**config.mk**
```make
export PLATFORM = sky130hd
export DESIGN_NAME = capc_delay_line_flat
export DESIGN_NICKNAME = d
export VERILOG_FILES = /design/src/rtl/capc_dly_if.sv /design/src/rtl/capc_delay_line.sv /design/src/flat_wrapper.sv
export SDC_FILE = /design/constraint.sdc
export NUM_CORES = 1
export LEC_CHECK = 0
export BUFFER_PORTS_ARGS = -buffer_cell sky130_fd_sc_hd__buf_2
export CAP_MARGIN = 20
export CELL_PAD_IN_SITES_DETAIL_PLACEMENT = 2
export CELL_PAD_IN_SITES_GLOBAL_PLACEMENT = 2
export CORE_ASPECT_RATIO = 0.8
export CORE_MARGIN = 8
export CORE_UTILIZATION = 43
export CTS_BUF_LIST = sky130_fd_sc_hd__clkbuf_16
export DETAILED_ROUTE_END_ITERATION = 8
export MAX_ROUTING_LAYER = met4
export PLACE_DENSITY_LB_ADDON = 0.1
export SLEW_MARGIN = 20
export SYNTH_ARGS = -nofsm -noshare
export SYNTH_HDL_FRONTEND = slang
export SYNTH_SLANG_ARGS = --single-unit
export TNS_END_PERCENT = 10
```
**constraint.sdc**
```tcl
create_clock -name core_clk -period 1.4 [get_ports core_clk]
set_clock_uncertainty 0.1 [all_clocks]
set_input_delay 0.07 -clock core_clk [delete_from_list [all_inputs] [get_ports core_clk]]
set_output_delay 0.07 -clock core_clk [all_outputs]
set_load 0.1 [all_outputs]
```
**src/rtl/capc_dly_if.sv**
```systemverilog
// carrier between the checker and its latency delay line
`timescale 1ns/10ps
interface capc_dly_if #(
   parameter int W  = 21,
   parameter int SW = 3
);
   logic          push_valid;
   logic [W-1:0]  push_word;
   logic          flush;
   logic [SW-1:0] sel;
   logic          tap_valid;
   logic [W-1:0]  tap_word;

   modport src (output push_valid, push_word, flush, sel,
                input tap_valid, tap_word);
   modport dly (input push_valid, push_word, flush, sel,
                output tap_valid, tap_word);
endinterface : capc_dly_if

```
**src/rtl/capc_delay_line.sv**
```systemverilog
// shift line that holds accepted commands for the parity latency
`timescale 1ns/10ps
module capc_delay_line #(
   parameter int DEPTH = 6,
   parameter int W     = 21
)(
   input wire logic core_clk,
   input wire logic rst_n,
   capc_dly_if.dly  port
);
   typedef struct packed {
      logic [DEPTH-1:0]        vld;
      logic [DEPTH-1:0][W-1:0] word;
   } capc_dly_t;

   capc_dly_t cur;
   capc_dly_t nx;

   // shift one stage per clock; a flush kills every held command
   always_comb begin
      nx = cur;
      nx.vld[0] = port.push_valid;
      nx.word[0] = port.push_word;
      for (int i = 1; i < DEPTH; i++) begin
         nx.vld[i] = cur.vld[i-1];
         nx.word[i] = cur.word[i-1];
      end
      if (port.flush) begin
         nx.vld = '0; // uncertain-window commands are not run
      end
   end

   always_ff @(posedge core_clk or negedge rst_n) begin
      if (!rst_n) begin
         cur <= '0;
      end else begin
         cur <= nx;
      end
   end

   // tap chosen by the latency; out-of-range select reads stage zero
   assign port.tap_valid = (int'(port.sel) < DEPTH) ?
                           cur.vld[port.sel] : cur.vld[0];
   assign port.tap_word  = (int'(port.sel) < DEPTH) ?
                           cur.word[port.sel] : cur.word[0];

   chk_flush_empties: assert property (@(posedge core_clk)
      disable iff (!rst_n) port.flush |=> !port.tap_valid)
      else $error("delay line still valid after flush");

endmodule : capc_delay_line

```
**src/flat_wrapper.sv**
```systemverilog
// flat-port wrapper written by rule: the top's interface ports become plain ports
module capc_delay_line_flat 
#(
   parameter int DEPTH = 6,
   parameter int W     = 21
)
  (core_clk, rst_n, port_push_valid, port_push_word, port_flush, port_sel, port_tap_valid, port_tap_word);
  capc_dly_if #(.W(W), .SW(3)) port_i ();
  input wire logic core_clk;
  input wire logic rst_n;
  input wire logic [$bits(port_i.push_valid)-1:0] port_push_valid;
  input wire logic [$bits(port_i.push_word)-1:0] port_push_word;
  input wire logic [$bits(port_i.flush)-1:0] port_flush;
  input wire logic [$bits(port_i.sel)-1:0] port_sel;
  output wire logic [$bits(port_i.tap_valid)-1:0] port_tap_valid;
  output wire logic [$bits(port_i.tap_word)-1:0] port_tap_word;
  assign port_i.push_valid = port_push_valid;
  assign port_i.push_word = port_push_word;
  assign port_i.flush = port_flush;
  assign port_i.sel = port_sel;
  assign port_tap_valid = port_i.tap_valid;
  assign port_tap_word = port_i.tap_word;
  capc_delay_line #(.DEPTH(DEPTH), .W(W)) u_core (.core_clk(core_clk), .rst_n(rst_n), .port(port_i));
endmodule
```
==> results of run 1 <==
## kinds of logic after synthesis
group | count (synthesis) | synth area share (%)
muxes | 66 | 15.43
and+or+nand+nor | 30 | 3.794
AOI/OAI and AO/OA | 44 | 11.79
buffers and inverters | 18 | 2.226
DFF | 132 | 66.77
## through the flow
stage	power [mW]	cell area, um^2
after floorplan	5.128	4982
after global placement	5.747	5908
after detailed placement	5.789	5908
after CTS	10.97	6839
after global routing	11.21	6867
final	10.91	6867
## worst max-delay path, delay by kind of cell, from the launching register on
kind,cells,cell delay [ns]
DFF,1,0.40
AOI/OAI and AO/OA,2,0.35
muxes,1,0.31
buffers and inverters,1,0.19
## layer usage
metal	track usage, %	up-vias	wire [um]
met1	23.68	1557	6053
met3	5.266	20	360
li1	-	1254	-
met2	32.85	48	7661
met5	-	-	0
met4	7.159	0	203
## power by group through the flow
stage,registers (mW),clock network (mW),logic (mW)
2_1_floorplan,4.14,0,0.989
3_3_place_gp,4.17,0,1.58
3_5_place_dp,4.19,0,1.60
4_1_cts,4.14,5.14,1.69
5_1_grt,4.16,5.29,1.76
6_report,4.14,5.08,1.69
## final timing paths
path	startpoint	end	slack, ns	depth (start not counted)
hold / removal	rst_n	u_core.cur[111]$_DFF_PN0_	0.04	2
max in group asynchronous	rst_n	u_core.cur[71]$_DFF_PN0_	0.54	3
min in group core_clk	port_push_word[8]	u_core.cur[8]$_DFF_PN0_	0.19	2
hold reg to reg	u_core.cur[28]$_DFF_PN0_	u_core.cur[49]$_DFF_PN0_	0.27	0
setup reg to reg	u_core.cur[104]$_DFF_PN0_	u_core.cur[125]$_DFF_PN0_	0.64	1
setup / recovery	u_core.cur[84]$_DFF_PN0_	port_tap_word[0]	-0.44	4
## timing repair
item,4_1_cts,5_1_grt
setup buffers,1,1
hold buffers,25,0
resized for setup,1,2
hold endpoints to repair,159,0
cloned,0,0
endpoints found under the setup margin,22,22
## cell usage in the layout (no fill, tap or decap)
| master | instances |
|---|---|
| o211ai_1 | 2 |
| nand2b_2 | 1 |
| o211ai_2 | 17 |
| clkinv_2 | 2 |
| buf_2 | 25 |
| mux2_2 | 2 |
| buf_4 | 13 |
| buf_12 | 32 |
| clkbuf_16 | 17 |
| o211ai_4 | 3 |
| mux2i_1 | 44 |
| nor2b_1 | 6 |
| mux2_4 | 20 |
| dfrtp_1 | 132 |
| nand2b_1 | 22 |
| clkinvlp_4 | 2 |
| clkinv_4 | 3 |
| dlygate4sd3_1 | 25 |
| o221ai_2 | 20 |
| diode_2 | 1 |
| bufinv_16 | 6 |
| or2_2 | 1 |
| inv_1 | 2 |
| o221ai_4 | 2 |
## cell type report
class	instances	share of cell area (%)
sequential	132	48.10
multi-input combinational	140	23.27
timing repair buffer	95	16.22
clock buffer	17	6.195
clock inverter	15	3.480
tap	148	2.697
antenna	1	0.03644
==> flow_summary.toml, run 1 <==
[cells_and_area]
utilization_pct = 60.31
fin_nets = 414
drive_gt1_share_pct = 41.60
area_delta_synth_final_pct = 38.80
largest_register = "u_core.cur"
multi_input_area_um2 = 1598
fill_cells = 958
reg_top3 = "u_core.cur x132"
final-seq-area_um2 = 3303
final_cells = 548
largest_register_ffs = 132

[worst_setup_path]
critPathMaxFanout = 2
crit_arrival_ns = 1.67
cp_slowest_cell = "dfrtp_1"
cpPeakStageDelay_ns = 0.40
critical_path_required_ns = 1.23
path_class = "flip-flop to output port"
critical_path.cell_chain = "mux2_4, o211ai_4, o221ai_4, buf_12"
cp-end-kind = "output port"
setup.worst_path.start_class = "flip-flop"

[die]
die_area_um2 = 15210
rows = 35
initial_utilization_pct = 43.45
core-area_um2 = 11390
die_y_um = 111.9
pin_count = 50
die_w_um = 135.9

[logic_synthesis]
synth_top_cell_area_share_pct = 66.77
synthCells = 290
netlist_area_um2 = 4947
ys_seq_area_share_pct = 66.77
synthesis.nets = 318
synthFlopType = "dfrtp_1"
synth.area.top_cells = "dfrtp_1 (67%), mux2i_1 (8.9%), mux2_4 (6.1%), o221ai_2 (6.1%), o211ai_2 (5.1%)"
synth_edf_count = 0
yosysMostFrequentCell = "dfrtp_1"
syn-mean-instance-area_um2 = 17.06
synthArstFlopShare_pct = 100.0
synth_top_area_cell = "dfrtp_1"
synth_common_cells = "dfrtp_1 (132), mux2i_1 (44), nand2b_1 (23)"
yosysUniqueCellTypes = 16
synth_seq_cells = 132
yosysWarnings = 0

[timing]
min_period_ns = 1.836
setup-tns-final_ns = -8.173
tightest_slew_ns = 0.4303
holdWs_ns = 0.03932
hold_violations = 0
rsz0062_at_grt = "yes"
fin_ws_ns = -0.4359
finalSetupViolations = 22
fmax_ghz = 0.5447
finalCritPeriodShare_pct = 131.1
relSlewSlack_pct = 71.31
slew_viol_final = 0

[status]
violations = "negative setup slack"
status = "finished, violations left"

[grt]
grt-ovfl-total = 0
grt_pass1_wl_mm = 21.85
grt_usage_pct = 20.18
grt_pass1_vias = 3484
grt_max_degree = 42
antenna_found_initial = 1

[routing]
wl_mm = 14.28
drc_errors = 0
drtPass1Iterations = 4
drt_iter0_markers = 165
vias = 2879
wl_per_cell_um = 26.05
ant_nets = 0
vias_per_cell = 5.254

[pwr]
p_seq_share_pct = 38.0
internal-power_mw = 7.993
switchingPower_mw = 2.921
p_sw_share_pct = 26.77
power.leakage_nw = 3.077
vdd_drop_max_mv = 0.9460
pwr-share-comb_pct = 15.5
power.density_nw_per_um2 = 1589
pwr-share-clk_pct = 46.5

[worst_hold_path]
min_path_type = "primary input to asynchronous set/reset pin"

[place]
preCtsSetupSlack_ns = -0.04658
gp_congestion = 0.6998
dp_hpwl_mm = 7.482
placed_cells = 488
portBuffers = 49

[clock_tree]
ctsLongestPathBuffers = 2
cts_tree = "yes"
cts_inserted_buffers = 17
clk_latency_ns = 0.42
cts.htree.levels = 4
cts.sinks = 132
clk_pin_slew_ns = 0.06
ctsRootBufferMaster = "clkbuf_16"

[flow_run]
maxCapViolations = 0
Power figures use the tool's default switching activity.
==> inputs of run 2 (changes only) <==
CORE_MARGIN = 3   (was 8)
==> run 2 against run 1 <==
- the run still ends with negative setup slack left
- utilization up 1.6 points
- setup slack worse by 0.10 ns
- sequential power about the same
- wire length up 3.2%
- clock-buffer cell count unchanged
- cell area down 0.20%
- die area down 16%
- clock power up 0.8%
- fmax down 5.3%
- via count up 0.14%
- combinational power about the same
- final cell count down 0.91%
- largest cell class unchanged
==> flow_summary.toml, run 2 (synthesis gave the netlist of run 1 again) <==
[grt]
grt_max_degree = 74
grt_pass1_wl_mm = 23.26
grt-ovfl-total = 0
antenna_found_initial = 1
grt_pass1_vias = 3530
grt_usage_pct = 25.64

[worst_setup_path]
setup.worst_path.start_class = "flip-flop"
crit_arrival_ns = 1.77
path_depth = 4
cp_num_buf_inv = 1
cp_slowest_cell = "dfrtp_1"
cpPeakStageDelay_ns = 0.39
path_class = "flip-flop to output port"
crit_family = "compound AO/OA/AOI/OAI gates"
critical_path.cell_chain = "mux2_2, o211ai_1, o221ai_4, buf_12"
critPathMaxFanout = 2
worstRegToRegCells = 1
cp-end-kind = "output port"
critical_path_required_ns = 1.23

[timing]
tightest_slew_ns = 0.4472
finalSetupViolations = 22
hold_violations = 0
slew_viol_final = 0
fmax_ghz = 0.5160
fin_ws_ns = -0.5380
setup-tns-final_ns = -8.680
finalCritPeriodShare_pct = 138.4
holdWs_ns = 0.09441
min_period_ns = 1.938
relSlewSlack_pct = 70.18
rsz0062_at_grt = "yes"

[place]
preCtsSetupSlack_ns = -0.07367
placed_cells = 484
dp_hpwl_mm = 7.116
placedInstanceArea_um2 = 5891
portBuffers = 49
gp_congestion = 0.7442

[cells_and_area]
largest_register = "u_core.cur"
final_common_cell = "dfrtp_1"
utilization_pct = 61.96
final_cell_mix = "dfrtp_1 (132), mux2i_1 (44), buf_12 (31)"
fin_nets = 413
drive_gt1_share_pct = 41.71
reg_top3 = "u_core.cur x132"
final_cells = 543
area_delta_synth_final_pct = 38.52
design_area_um2 = 6853
largest_register_ffs = 132

[flow_run]
maxCapViolations = 0

[pwr]
p_total_mw = 10.96
power.density_nw_per_um2 = 1600
power.leakage_nw = 3.074
vdd_drop_max_mv = 0.8741

[clock_tree]
cts_tree = "yes"
cts.htree.levels = 4
ctsRootBufferMaster = "clkbuf_16"
ctsLongestPathBuffers = 2
cts.sinks = 132
cts_inserted_buffers = 17
clk_pin_slew_ns = 0.06
clk_latency_ns = 0.42

[die]
die_w_um = 125.9
pin_count = 50
die_y_um = 101.9
initial_utilization_pct = 44.73
core-area_um2 = 11060
die_area_um2 = 12840
rows = 34

[routing]
drc_errors = 0
ant_nets = 0
wl_mm = 14.74
vias_per_cell = 5.309
wl_per_cell_um = 27.14
drtPass1Iterations = 4
drt_iter0_markers = 161
vias = 2883

[status]
status = "finished, violations left"
violations = "negative setup slack"

[worst_hold_path]
min_path_type = "primary input to asynchronous set/reset pin"
==> run 2: cell types whose count changed in the layout (fill, tap and decap cells not counted) <==
cell	delta
inv_1	-1
mux2_4	+1
clkinvlp_4	-1
mux2_2	-1
buf_12	-1
clkinv_2	+2
o211ai_2	-1
o211ai_4	+1
==> run 2: layer usage <==
layer,vias to the layer above,global-route usage (%),share of wire [%]
met5,-,-,0
met4,0,7.007,1.4
met3,17,6.426,2.7
met2,57,43.11,52
met1,1557,31.30,44
li1,1252,-,-
==> run 2: where the power goes <==
part	total (mW)	internal, mW	switching (mW)
sequential	4.15	4.01	0.141
combinational	1.70	0.656	1.05
clock	5.12	3.33	1.79
==> run 2: area by class of cell <==
| class | instances | area (um^2) |
|---|---|---|
| well taps | 144 | 180.2 |
| clock inverters | 15 | 237.7 |
| clock buffers | 17 | 425.4 |
| multi-input cells | 140 | 1610 |
| flip-flops and latches | 132 | 3303 |
| fillers | 907 | 4208 |
| diodes | 1 | 2.502 |
| repair buffers | 94 | 1094 |
==> run 2: worst paths after layout <==
check	start	to	slack (ns)
worst min-delay path	rst_n	u_core.cur[24]$_DFF_PN0_	0.09
max in group asynchronous	rst_n	u_core.cur[82]$_DFF_PN0_	0.71
worst max-delay path	u_core.cur[130]$_DFF_PN0_	port_tap_valid	-0.54
min in group core_clk	port_push_word[17]	u_core.cur[17]$_DFF_PN0_	0.18
worst max register to register	u_core.cur[128]$_DFF_PN0_	u_core.cur[129]$_DFF_PN0_	0.64
worst min register to register	u_core.cur[90]$_DFF_PN0_	u_core.cur[111]$_DFF_PN0_	0.28
==> run 2: worst min-delay path, stage by stage <==
cell and delay, ns:
dlygate4sd3_1 0.53, buf_4 0.13, buf_12 0.29
==> run 2: repair_timing <==
action / in CTS / in global routing
pin swaps: 0 / 1
gates resized for setup: 1 / 4
endpoints found under the hold margin: 159 / 0
hold buffers: 25 / 0
setup endpoints to repair: 22 / 22
buffers inserted: 0 / 1
